==> src/usbg_pkg.sv <==
package usbg_pkg;

  // ==========================================================
  // register map
  localparam int unsigned ADDR_W            = 8;
  localparam int unsigned DATA_W            = 8;
  localparam logic [7:0]  FLAGS_ADDR        = 8'hBD;
  localparam logic [7:0]  ENABLES_ADDR      = 8'hBE;

  // ==========================================================
  // field positions, shared by flags and enables
  localparam int unsigned BIT_SUSPEND       = 0;
  localparam int unsigned BIT_FRAME_START   = 3;
  localparam int unsigned BIT_RESET_END     = 4;
  localparam int unsigned BIT_WAKEUP        = 5;
  localparam logic [7:0]  IMPL_MASK         = 8'h39;

  // ==========================================================
  // reset values
  localparam logic [7:0]  FLAGS_RESET       = 8'h00;
  localparam logic [7:0]  ENABLES_RESET     = 8'h10;
  localparam logic [7:0]  RDATA_IDLE        = 8'h00;

  // ==========================================================
  // timing
  localparam int unsigned CLK_PERIOD_PS     = 5000;
  localparam int unsigned SUSPEND_IDLE_US   = 3000;
  localparam int unsigned SUSPEND_IDLE_CYC  = (SUSPEND_IDLE_US * 1000000) / CLK_PERIOD_PS;
  localparam int unsigned IDLE_CNT_W        = 20;
  localparam int unsigned BUS_RESET_MIN_NS  = 2700;
  localparam int unsigned BUS_RESET_MIN_CYC = (BUS_RESET_MIN_NS * 1000 + CLK_PERIOD_PS - 1) / CLK_PERIOD_PS;
  localparam int unsigned SE0_CNT_W         = 10;

  // ==========================================================
  // types
  typedef enum logic [1:0] {LINE_SE0, LINE_J, LINE_K, LINE_SE1} usbg_line_t;
  typedef enum logic {ST_ACTIVE, ST_SUSPENDED} usbg_state_t;

endpackage
==> src/usbg_event_flags.sv <==
`timescale 1ns/10ps
// How it works
// - wake-up flag sets on non-idle line while suspended, never on own resume
// - wake-up flag with its enable set raises the interrupt request
// - suspend flag sets after the bus idles in J for 3 ms
// - suspend flag with its enable raises interrupt; flag stays until cleared
// - reserved bits 7-6 and 2-1 read zero; software writes them zero
// - flag register resets to all zeros
// - enable bit 5 gates the wake-up interrupt
// - enable bit 4 gates the end-of-reset interrupt
// - end-of-reset enable is one after reset, others zero
// - enable bit 3 gates the start-of-frame interrupt
// - enable bit 0 gates the suspend interrupt
// - start-of-frame flag sets on each received start-of-frame packet
module usbg_event_flags
#(
  parameter int unsigned SUSPEND_IDLE_CYCLES = usbg_pkg::SUSPEND_IDLE_CYC
)
(
  input  wire logic                         clk_sys,
  input  wire logic                         nrst,
  input  wire logic                         usb_dp_in,
  input  wire logic                         usb_dm_in,
  input  wire logic                         sof_received,
  input  wire logic                         upstream_resume,
  input  wire logic [usbg_pkg::ADDR_W-1:0]  reg_addr,
  input  wire logic [usbg_pkg::DATA_W-1:0]  reg_wdata,
  input  wire logic                         reg_wr,
  input  wire logic                         reg_rd,
  output logic      [usbg_pkg::DATA_W-1:0]  reg_rdata,
  output logic                              usb_irq,
  output logic                              bus_suspended
);

  // ==========================================================
  // constants and declarations
  localparam int unsigned IDLE_LAST_I = SUSPEND_IDLE_CYCLES - 1;
  localparam logic [usbg_pkg::IDLE_CNT_W-1:0] IDLE_LAST = IDLE_LAST_I[usbg_pkg::IDLE_CNT_W-1:0];
  localparam int unsigned SE0_MIN_I = usbg_pkg::BUS_RESET_MIN_CYC;
  localparam logic [usbg_pkg::SE0_CNT_W-1:0] SE0_MIN = SE0_MIN_I[usbg_pkg::SE0_CNT_W-1:0];

  usbg_pkg::usbg_line_t                 line_state;
  usbg_pkg::usbg_state_t                state_reg;
  usbg_pkg::usbg_state_t                state_next;
  logic [usbg_pkg::IDLE_CNT_W-1:0]      idle_cnt_reg;
  logic [usbg_pkg::SE0_CNT_W-1:0]       se0_cnt_reg;
  logic [usbg_pkg::DATA_W-1:0]          flags_reg;
  logic [usbg_pkg::DATA_W-1:0]          flags_next;
  logic [usbg_pkg::DATA_W-1:0]          enables_reg;
  logic [usbg_pkg::DATA_W-1:0]          set_mask;
  logic [usbg_pkg::DATA_W-1:0]          clr_mask;
  logic [usbg_pkg::DATA_W-1:0]          rdata_next;
  logic                                 line_j;
  logic                                 line_se0;
  logic                                 wake_evt;
  logic                                 suspend_evt;
  logic                                 reset_end_evt;
  logic                                 wr_flags;
  logic                                 wr_enables;
  logic                                 rd_flags;
  logic                                 rd_enables;
  logic [usbg_pkg::IDLE_CNT_W-1:0]      j_run_reg;

  function automatic logic usbg_hit(input logic [usbg_pkg::ADDR_W-1:0] addr,
                                    input logic [usbg_pkg::ADDR_W-1:0] target);
    return addr == target;
  endfunction

  // ==========================================================
  // line sampling
  usbg_line_sync u_line_sync
  (
    .clk_sys    (clk_sys),
    .nrst       (nrst),
    .dp_pin     (usb_dp_in),
    .dm_pin     (usb_dm_in),
    .line_state (line_state)
  );

  assign line_j   = (line_state == usbg_pkg::LINE_J);
  assign line_se0 = (line_state == usbg_pkg::LINE_SE0);

  // ==========================================================
  // suspend / wake-up tracking
  always_comb
  begin
    state_next  = state_reg;
    wake_evt    = 1'b0;
    suspend_evt = 1'b0;
    unique case (state_reg)
      usbg_pkg::ST_ACTIVE:
      begin
        if (line_j && (idle_cnt_reg == IDLE_LAST))
        begin
          suspend_evt = 1'b1;
          state_next  = usbg_pkg::ST_SUSPENDED;
        end
      end
      usbg_pkg::ST_SUSPENDED:
      begin
        // our own resume drives K too; it wakes the link but is not host activity
        if (upstream_resume)
          state_next = usbg_pkg::ST_ACTIVE;
        else if (!line_j)
        begin
          wake_evt   = 1'b1;
          state_next = usbg_pkg::ST_ACTIVE;
        end
      end
    endcase
  end

  always_ff @(posedge clk_sys)
  begin
    if (!nrst)
      state_reg <= usbg_pkg::ST_ACTIVE;
    else
      state_reg <= state_next;
  end

  // idle counter restarts on any non-J state and after each suspend
  always_ff @(posedge clk_sys)
  begin
    if (!nrst)
      idle_cnt_reg <= '0;
    else if (!line_j || suspend_evt || (state_reg != usbg_pkg::ST_ACTIVE))
      idle_cnt_reg <= '0;
    else
      idle_cnt_reg <= idle_cnt_reg + 1'b1;
  end

  assign bus_suspended = (state_reg == usbg_pkg::ST_SUSPENDED);

  // plain run length of J, saturating; only the suspend timing check reads it
  always_ff @(posedge clk_sys)
  begin
    if (!nrst)
      j_run_reg <= '0;
    else if (!line_j)
      j_run_reg <= '0;
    else if (j_run_reg != IDLE_LAST)
      j_run_reg <= j_run_reg + 1'b1;
  end

  // ==========================================================
  // bus reset end detection
  // saturating count; a short SE0 (end of packet) never reaches the minimum
  always_ff @(posedge clk_sys)
  begin
    if (!nrst)
      se0_cnt_reg <= '0;
    else if (!line_se0)
      se0_cnt_reg <= '0;
    else if (se0_cnt_reg != SE0_MIN)
      se0_cnt_reg <= se0_cnt_reg + 1'b1;
  end

  assign reset_end_evt = !line_se0 && (se0_cnt_reg == SE0_MIN);

  // ==========================================================
  // register access
  assign wr_flags   = reg_wr && usbg_hit(reg_addr, usbg_pkg::FLAGS_ADDR);
  assign wr_enables = reg_wr && usbg_hit(reg_addr, usbg_pkg::ENABLES_ADDR);
  assign rd_flags   = reg_rd && usbg_hit(reg_addr, usbg_pkg::FLAGS_ADDR);
  assign rd_enables = reg_rd && usbg_hit(reg_addr, usbg_pkg::ENABLES_ADDR);

  always_comb
  begin
    set_mask = '0;
    set_mask[usbg_pkg::BIT_WAKEUP]      = wake_evt;
    set_mask[usbg_pkg::BIT_RESET_END]   = reset_end_evt;
    set_mask[usbg_pkg::BIT_FRAME_START] = sof_received;
    set_mask[usbg_pkg::BIT_SUSPEND]     = suspend_evt;
  end

  // writing zero clears a flag, writing one leaves it
  assign clr_mask   = wr_flags ? (~reg_wdata & usbg_pkg::IMPL_MASK) : '0;
  // set wins over a clear in the same cycle, so no event is lost
  assign flags_next = (flags_reg & ~clr_mask) | set_mask;

  // ==========================================================
  // flag and enable storage
  genvar gi;
  generate
    for (gi = 0; gi < usbg_pkg::DATA_W; gi++)
    begin : g_bits
      if (usbg_pkg::IMPL_MASK[gi])
      begin : g_impl
        always_ff @(posedge clk_sys)
        begin
          if (!nrst)
            flags_reg[gi] <= usbg_pkg::FLAGS_RESET[gi];
          else
            flags_reg[gi] <= flags_next[gi];
        end

        always_ff @(posedge clk_sys)
        begin
          if (!nrst)
            enables_reg[gi] <= usbg_pkg::ENABLES_RESET[gi];
          else if (wr_enables)
            enables_reg[gi] <= reg_wdata[gi];
        end
      end
      else
      begin : g_rsvd
        // no storage: reserved bits read zero whatever is written
        assign flags_reg[gi]   = 1'b0;
        assign enables_reg[gi] = 1'b0;
      end
    end
  endgenerate

  // ==========================================================
  // read data and interrupt
  always_comb
  begin
    rdata_next = usbg_pkg::RDATA_IDLE;
    if (rd_flags)
      rdata_next = flags_reg;
    else if (rd_enables)
      rdata_next = enables_reg;
  end

  // unmapped reads and idle cycles return zero
  always_ff @(posedge clk_sys)
  begin
    if (!nrst)
      reg_rdata <= usbg_pkg::RDATA_IDLE;
    else
      reg_rdata <= rdata_next;
  end

  assign usb_irq = |(flags_reg & enables_reg);

  // ==========================================================
  // checks
  wakeup_set_a: assert property (@(posedge clk_sys) disable iff (!nrst)
    (state_reg == usbg_pkg::ST_SUSPENDED) && !line_j && !upstream_resume
    |=> flags_reg[usbg_pkg::BIT_WAKEUP] && (state_reg == usbg_pkg::ST_ACTIVE))
    else $error("wake-up flag not set on line activity");

  own_resume_a: assert property (@(posedge clk_sys) disable iff (!nrst)
    (state_reg == usbg_pkg::ST_SUSPENDED) && upstream_resume && !flags_reg[usbg_pkg::BIT_WAKEUP]
    |=> !flags_reg[usbg_pkg::BIT_WAKEUP])
    else $error("own resume set the wake-up flag");

  wakeup_irq_a: assert property (@(posedge clk_sys) disable iff (!nrst)
    flags_reg[usbg_pkg::BIT_WAKEUP] |-> (usb_irq == (enables_reg[usbg_pkg::BIT_WAKEUP] ||
      |(flags_reg & enables_reg & ~(8'h01 << usbg_pkg::BIT_WAKEUP)))))
    else $error("wake-up interrupt gating wrong");

  wakeup_hold_a: assert property (@(posedge clk_sys) disable iff (!nrst)
    flags_reg[usbg_pkg::BIT_WAKEUP] && !(wr_flags && !reg_wdata[usbg_pkg::BIT_WAKEUP])
    |=> flags_reg[usbg_pkg::BIT_WAKEUP])
    else $error("wake-up flag dropped without software clear");

  suspend_set_a: assert property (@(posedge clk_sys) disable iff (!nrst)
    suspend_evt |-> (idle_cnt_reg == IDLE_LAST) && line_j ##1
      flags_reg[usbg_pkg::BIT_SUSPEND] && bus_suspended)
    else $error("suspend not flagged after idle time");

  suspend_hold_a: assert property (@(posedge clk_sys) disable iff (!nrst)
    flags_reg[usbg_pkg::BIT_SUSPEND] && !wr_flags |=> flags_reg[usbg_pkg::BIT_SUSPEND])
    else $error("suspend flag dropped without software clear");

  reserved_zero_a: assert property (@(posedge clk_sys) disable iff (!nrst)
    reg_rd |=> (reg_rdata[7:6] == 2'h0) && (reg_rdata[2:1] == 2'h0))
    else $error("reserved bits read nonzero");

  reset_value_a: assert property (@(posedge clk_sys) disable iff (!nrst)
    !$past(nrst) |-> (flags_reg == usbg_pkg::FLAGS_RESET) && (reg_rdata == usbg_pkg::RDATA_IDLE))
    else $error("flag register not cleared by reset");

  enable_reset_a: assert property (@(posedge clk_sys) disable iff (!nrst)
    !$past(nrst) |-> (enables_reg == usbg_pkg::ENABLES_RESET))
    else $error("enable register reset value wrong");

  enable_write_a: assert property (@(posedge clk_sys) disable iff (!nrst)
    wr_enables |=> (enables_reg == ($past(reg_wdata) & usbg_pkg::IMPL_MASK)))
    else $error("enable write not stored");

  irq_or_a: assert property (@(posedge clk_sys) disable iff (!nrst)
    !usb_irq |-> ((flags_reg & enables_reg) == 8'h00))
    else $error("interrupt low while an enabled flag is set");

  frame_set_a: assert property (@(posedge clk_sys) disable iff (!nrst)
    sof_received |=> flags_reg[usbg_pkg::BIT_FRAME_START])
    else $error("start-of-frame flag not set");

  reset_end_a: assert property (@(posedge clk_sys) disable iff (!nrst)
    line_se0 && (se0_cnt_reg == SE0_MIN) ##1 !line_se0 |=> flags_reg[usbg_pkg::BIT_RESET_END])
    else $error("end of bus reset not flagged");

  read_data_a: assert property (@(posedge clk_sys) disable iff (!nrst)
    rd_flags |=> (reg_rdata == $past(flags_reg)))
    else $error("flag read data wrong");

  read_idle_a: assert property (@(posedge clk_sys) disable iff (!nrst)
    !reg_rd |=> (reg_rdata == usbg_pkg::RDATA_IDLE))
    else $error("read data not zero outside a read");

  enable_read_a: assert property (@(posedge clk_sys) disable iff (!nrst)
    rd_enables |=> (reg_rdata == $past(enables_reg)))
    else $error("enable read data wrong");

  reserved_store_a: assert property (@(posedge clk_sys) disable iff (!nrst)
    ((flags_reg | enables_reg) & ~usbg_pkg::IMPL_MASK) == 8'h00)
    else $error("reserved bit holds a one");

  reset_end_irq_a: assert property (@(posedge clk_sys) disable iff (!nrst)
    flags_reg[usbg_pkg::BIT_RESET_END] && enables_reg[usbg_pkg::BIT_RESET_END] |-> usb_irq)
    else $error("end-of-reset interrupt missing");

  frame_irq_a: assert property (@(posedge clk_sys) disable iff (!nrst)
    flags_reg[usbg_pkg::BIT_FRAME_START] && enables_reg[usbg_pkg::BIT_FRAME_START] |-> usb_irq)
    else $error("start-of-frame interrupt missing");

  suspend_irq_a: assert property (@(posedge clk_sys) disable iff (!nrst)
    flags_reg[usbg_pkg::BIT_SUSPEND] && enables_reg[usbg_pkg::BIT_SUSPEND] |-> usb_irq)
    else $error("suspend interrupt missing");

  flag_clear_a: assert property (@(posedge clk_sys) disable iff (!nrst)
    wr_flags |=> ((flags_reg & ~$past(set_mask) & ~$past(reg_wdata)) == 8'h00))
    else $error("flag not cleared by writing zero");

  set_wins_a: assert property (@(posedge clk_sys) disable iff (!nrst)
    (set_mask != 8'h00) |=> ((flags_reg & $past(set_mask)) == $past(set_mask)))
    else $error("flag event lost");

  suspend_time_a: assert property (@(posedge clk_sys) disable iff (!nrst)
    $rose(flags_reg[usbg_pkg::BIT_SUSPEND]) |-> $past(line_j) && ($past(j_run_reg) == IDLE_LAST))
    else $error("suspend flagged before the idle time");

  wake_only_a: assert property (@(posedge clk_sys) disable iff (!nrst)
    $rose(flags_reg[usbg_pkg::BIT_WAKEUP]) |-> $past(bus_suspended) && !$past(upstream_resume))
    else $error("wake-up flag set outside suspend");

  frame_only_a: assert property (@(posedge clk_sys) disable iff (!nrst)
    $rose(flags_reg[usbg_pkg::BIT_FRAME_START]) |-> $past(sof_received))
    else $error("start-of-frame flag set without a packet");

  reset_end_time_a: assert property (@(posedge clk_sys) disable iff (!nrst)
    $rose(flags_reg[usbg_pkg::BIT_RESET_END]) |-> ($past(se0_cnt_reg) == SE0_MIN) && !$past(line_se0))
    else $error("end of reset flagged after a short SE0");

endmodule

==> src/usbg_line_sync.sv <==
`timescale 1ns/10ps
module usbg_line_sync
(
  input  wire logic                clk_sys,
  input  wire logic                nrst,
  input  wire logic                dp_pin,
  input  wire logic                dm_pin,
  output usbg_pkg::usbg_line_t     line_state
);

  // ==========================================================
  // three-stage synchroniser per pin
  logic [2:0] dp_sync_reg;
  logic [2:0] dm_sync_reg;
  usbg_pkg::usbg_line_t line_reg;

  function automatic usbg_pkg::usbg_line_t usbg_decode(input logic dp, input logic dm);
    usbg_pkg::usbg_line_t res;
    res = usbg_pkg::LINE_SE0;
    if (dp && !dm)
      res = usbg_pkg::LINE_J;
    else if (!dp && dm)
      res = usbg_pkg::LINE_K;
    else if (dp && dm)
      res = usbg_pkg::LINE_SE1;
    return res;
  endfunction

  always_ff @(posedge clk_sys)
  begin
    if (!nrst)
    begin
      dp_sync_reg <= 3'h7; // idle J has D+ high, so no false SE0 follows reset
      dm_sync_reg <= 3'h0;
    end
    else
    begin
      dp_sync_reg <= {dp_sync_reg[1:0], dp_pin};
      dm_sync_reg <= {dm_sync_reg[1:0], dm_pin};
    end
  end

  // stage 0 feeds stage 1 only; a change is taken once stages 1 and 2 agree
  always_ff @(posedge clk_sys)
  begin
    if (!nrst)
      line_reg <= usbg_pkg::LINE_J;
    else if ((dp_sync_reg[1] == dp_sync_reg[2]) && (dm_sync_reg[1] == dm_sync_reg[2]))
      line_reg <= usbg_decode(dp_sync_reg[2], dm_sync_reg[2]);
  end

  assign line_state = line_reg;

endmodule

==> config.mk <==
export PLATFORM = sky130hd
export DESIGN_NAME = usbg_event_flags
export DESIGN_NICKNAME = d
export VERILOG_FILES = /design/src/usbg_pkg.sv /design/src/usbg_event_flags.sv /design/src/usbg_line_sync.sv
export SDC_FILE = /design/constraint.sdc
export NUM_CORES = 1
export LEC_CHECK = 0
export BUFFER_PORTS_ARGS = -buffer_cell sky130_fd_sc_hd__buf_2
export CAP_MARGIN = 20
export CORE_MARGIN = 3
export CORE_UTILIZATION = 30
export DETAILED_ROUTE_END_ITERATION = 12
export SKIP_LAST_GASP = 1
export SLEW_MARGIN = 20
export SYNTH_ARGS = -nofsm -noshare
export SYNTH_HDL_FRONTEND = slang
export SYNTH_SLANG_ARGS = --single-unit
==> constraint.sdc <==
create_clock -name clk_sys -period 2.65 [get_ports clk_sys]
set_clock_uncertainty 0.2 [all_clocks]
set_input_delay 0.3975 -clock clk_sys [delete_from_list [all_inputs] [get_ports clk_sys]]
set_output_delay 0.3975 -clock clk_sys [all_outputs]
set_load 0.01 [all_outputs]
# Word level (Yosys, flattened, before mapping)
# Index checks and enable logic that the tools add are counted.
# word_totals
reg_bits	55
input_bits	24
out_inout_bits	10
word_cells	68
# op_classes
add_sub_neg	2
eq_ne	8
mux	14
bitwise	7
reduce_logical	21
# ops
cell	n
20-bit by 1-bit adder with 20-bit output, second input constant	1
20-bit == test, second input constant	1
6-bit 2-to-1 mux	3
8-bit == test, second input constant	2
6-bit bitwise AND	2
6-bit NOT	2
10-bit by 1-bit adder with 10-bit output, second input constant	1
10-bit == test, second input constant	1
1-bit logical AND	10
10-bit inequality test, second input constant	1
8-bit OR reduction	1
1-bit 2-to-1 mux	7
2-bit 2-to-1 mux	3
6-bit OR	1
1-bit logical NOT	4
2-bit OR reduction	2
1-bit == test	2
2-bit by 1-bit == test with 1-bit output, second input constant	1
2-bit logical NOT	1
1-bit logical OR	2
1-bit NOT	2
1-bit one-hot mux with 2 select lines	1
2-bit AND reduction	1

# Longest topological paths before layout
# depth
depth_word	7
depth_mapped	6
ltp_nobuf	5

# Cells and area by module
# A second synthesis with hierarchy kept.
# hier_totals
cells_unflattened	243
area_unflattened_um2	2259.7
# modules_own_cells
mod	n_inst	cells_per_inst	area_each_um2	seq_area_each_um2
usbg_event_flags	1	220	1999.4	860.8
usbg_line_sync	1	23	260.2	160.2

# Worst setup path after synthesis
# OpenSTA, ideal clock, no wires.
# synth_timing
kind	reg-to-reg
from	register idle_cnt_reg[7] (netlist bit)
to	register idle_cnt_reg[14] (netlist bit)
setup_time_ns	0.115
t_arrival_ns	1.710
t_required_ns	2.335
setup_slack_ns	0.625
path_stages_with_launch	6
path_buffers	1
synth_period_minus_slack_ns	2.025
cell_sequence	dfxtp_1 nand4_4 or4_4 o31ai_4 buf_4 nor2_1
# synth_via
elab_chain_cells	7
elab_cells_between_ends	8
cone_classes	add/sub: 1; eq/ne: 1; mux: 2; reduce/logical: 4
# synth_lines
item	line	rtl
start: declaration	usbg_event_flags.sv:45	logic [usbg_pkg::IDLE_CNT_W-1:0] idle_cnt_reg;
start signal: assignment	usbg_event_flags.sv:129	idle_cnt_reg <= idle_cnt_reg + 1'b1;
20-bit == test	usbg_event_flags.sv:93	if (line_j && (idle_cnt_reg == IDLE_LAST))
1-bit logical AND	usbg_event_flags.sv:93	
1-bit 2-to-1 mux	usbg_event_flags.sv:93	
1-bit 2-to-1 mux	usbg_event_flags.sv:90	unique case (state_reg)
1-bit logical OR (2 in a row)	usbg_event_flags.sv:126	else if (!line_j || suspend_evt || (state_reg != usbg_pkg::ST_ACTIVE))
2-bit OR reduction (no source line)	-	
# Several ways; a longest one is shown, not always the timed one.
# A chain may end at the register's enable or synchronous reset.

# Final worst setup path
# layout_timing
from	register idle_cnt_reg[7] (netlist bit)
to	register idle_cnt_reg[4] (netlist bit)
# layout_via
elab_chain_cells	7
# layout_lines
item	line
20-bit == test	usbg_event_flags.sv:93
1-bit logical AND	usbg_event_flags.sv:93
1-bit 2-to-1 mux	usbg_event_flags.sv:93
1-bit 2-to-1 mux	usbg_event_flags.sv:90
1-bit logical OR (2 in a row)	usbg_event_flags.sv:126
2-bit OR reduction (no source line)	-
# No other way between the ends.

==> out/qor.yml <==
power.density_nw_per_um2: 538
r2r_start: "idle_cnt_reg[7]$_SDFF_PP0_"
area_growth_syn_to_layout_pct: 15.7
power.total_mw: 1.38
grt_pass1_vias: 1685
die_w_um: 92.1
drive_above_1_share_pct: 14.2
synth_cell_types: 38
min_period_ns: 2.14
grt_first_pass_wirelength_mm: 7.52
fin_crit_sh_pct: 80.7
synth.largest_area_cell: "dfxtp_1"
register_area_um2: 1020
yosys-mux-area-fraction_pct: 1.35
hold_class: "input port to flop"
wl_mm: 4.31
cp-start-kind: "flop"
ir_drop_mv: 0.191
crit_buf_inv: 1
rsz0062_at_grt: "false"
largest_reg_flops: 20
yosysTopAreaCellShare_pct: 45.9
post_drt_wl_per_cell_um: 11.4
cts_resized: 0
max_freq_mhz: 468
setup_ws_ns: 0.512
report.final.slew_viol_count: 0
yosys_warnings: 0
tns_ns: 0
ys_seq_elements: 51
antenna_found_initial: 0
diodes: 0
vias_per_cell: 4.70
synth_xor_area_share_pct: 8.66
clkLatencyLatePin_ns: 0.31
startpoint: "idle_cnt_reg[7]$_SDFF_PP0_"
clockBufferDepth: 2
nNetsFinal: 307
multi_input_area_um2: 1140
clockRootBuffer: "clkbuf_8"
critPathRequiredTime_ns: 2.65
yosysMostFrequentCell: "dfxtp_1"
synth_top_family_by_area: "simple AND/OR/NAND/NOR gates"
synthesis.area_um2: 2220
dp_hpwl_mm: 3.25
synth_commonest_cells: "dfxtp_1 (51), nor2_1 (35), nand2_1 (19)"
die_h_um: 92.1
cts_tree: "done"
hold_viol: 0
synthArstFlopShare_pct: 0
dr_total_vias: 1772
ys_seq_area_share_pct: 45.9
holdWs_ns: 0.0573
worstSetupEndpointType: "flop"
dpl_worst_slack_ns: 0.522
drc: 0
path_cells: "nand4_4, or4_4, o31ai_4, buf_4, nor2_1"
hold_buffers: 0
fp.dieArea_um2: 8480
cts_setup_buffers: 0
leakagePower_nw: 0.908
cpMaxStageDelayCell: "or4_4"
drtIter0Drc: 84
status: "completed"
clock_sinks: 51
synthAdderAreaFrac_pct: 1.69
h-tree-depth: 2
coreArea_um2: 6980
holdCritStartpoint: "usb_dp_in"
critical-path-top-delay-family: "simple AND/OR/NAND/NOR gates"
crit_path_max_fanout: 14
critical-path-max-stage-delay_ns: 0.54
nFillCells: 753
critPathKind: "flop to flop"
grt_overflow: 0
start_util_pct: 31.9
grt_usage_pct: 10.9
rows: 30
synth-simple-area-share_pct: 28.3
syn-instance-count: 249
synth_area_leaders: "dfxtp_1 (46%), xnor2_1 (7.1%), nor2_1 (5.9%)"
finalSetupViolCount: 0
synth_compound_area_share_pct: 10.7
grt_max_degree: 24
ys.flop_type: "dfxtp_1"
clkSlewWorstSetupHoldPaths_ns: 0.10
synth_enable_flop_cells: 0
cap_violations: 0
numCtsBuffers: 5
numPortBuffers: 25
ant_nets: 0
dr.pass1.iters: 4
crit_arrival_ns: 2.13
syn_avg_cell_area_um2: 8.93
io_pins: 34
gp_congestion: 0.749
-- worst paths after layout --
| kind | endpoint | slack (ns) | cells after the start |
|---|---|---|---|
| worst max-delay path | idle_cnt_reg[4]$_SDFF_PP0_ | 0.51 | 5 |
| worst min-delay path | u_line_sync.dp_sync_reg[0]$_SDFF_PN1_ | 0.06 | 2 |
| worst min register to register | u_line_sync.dp_sync_reg[1]$_SDFF_PN1_ | 0.22 | 1 |
| worst max register to register | idle_cnt_reg[4]$_SDFF_PP0_ | 0.51 | 5 |
-- where the power goes --
group,switching (mW),internal [mW]
sequential,0.00720,0.775
clock,0.265,0.281
combinational,0.0304,0.0255
-- metal layers --
metal	up-vias	GRT usage, %	share of wire [%]
met5	-	0	0
met4	0	4.46	1.8
met3	5	2.79	3.2
met2	19	18.2	48
met1	813	13.2	47
li1	935	-	-
-- placed cells by master (no fill, tap or decap), types with 4 or more instances in the layout --
| cell | synthesis | layout |
|---|---|---|
| a21oi_1 | 5 | 5 |
| a22oi_1 | 7 | 7 |
| and3_1 | 6 | 6 |
| buf_2 | 0 | 25 |
| buf_4 | 5 | 4 |
| clkbuf_8 | 0 | 5 |
| conb_1 | 1 | 4 |
| dfxtp_1 | 51 | 51 |
| inv_1 | 6 | 6 |
| nand2_1 | 19 | 19 |
| nand2b_1 | 6 | 6 |
| nand3_1 | 11 | 11 |
| nand4_1 | 7 | 7 |
| nor2_1 | 35 | 35 |
| nor3_1 | 9 | 9 |
| nor4_1 | 8 | 8 |
| o21ai_0 | 7 | 7 |
| or3_1 | 4 | 4 |
| xnor2_1 | 18 | 18 |
| xor2_1 | 4 | 4 |
-- layout make-up --
type	count	share of cell area, %
inverter	6	0.875
tap	96	4.66
timing repair buffer	29	6.03
multi-input combinational	187	44.4
clock buffer	5	2.67
clock inverter	3	1.70
sequential	51	39.7
-- stage by stage --
| stage | utilization [%] | instance area [µm²] | instances |
|---|---|---|---|
| final | 36.9 | 2570 | 377 |
| after global routing | 36.9 | 2570 | 377 |
| after CTS | 36.9 | 2570 | 377 |
| after detailed placement | 35.3 | 2460 | 369 |
| after global placement | 35.3 | 2460 | 369 |
| after floorplan | - | 2240 | 252 |
-- cell families (layout without fill, tap and decap cells) --
| logic type | count (synthesis) | count (layout) |
|---|---|---|
| adder cells (fa/ha/maj) | 3 | 3 |
| multiplexers | 3 | 3 |
| XOR/XNOR | 22 | 22 |
| buffers and inverters | 14 | 43 |
| other | 1 | 4 |
| flip-flops | 51 | 51 |
| AO/OA/AOI/OAI | 34 | 34 |
| AND/OR/NAND/NOR | 121 | 121 |
Power figures use the tool's default switching activity.
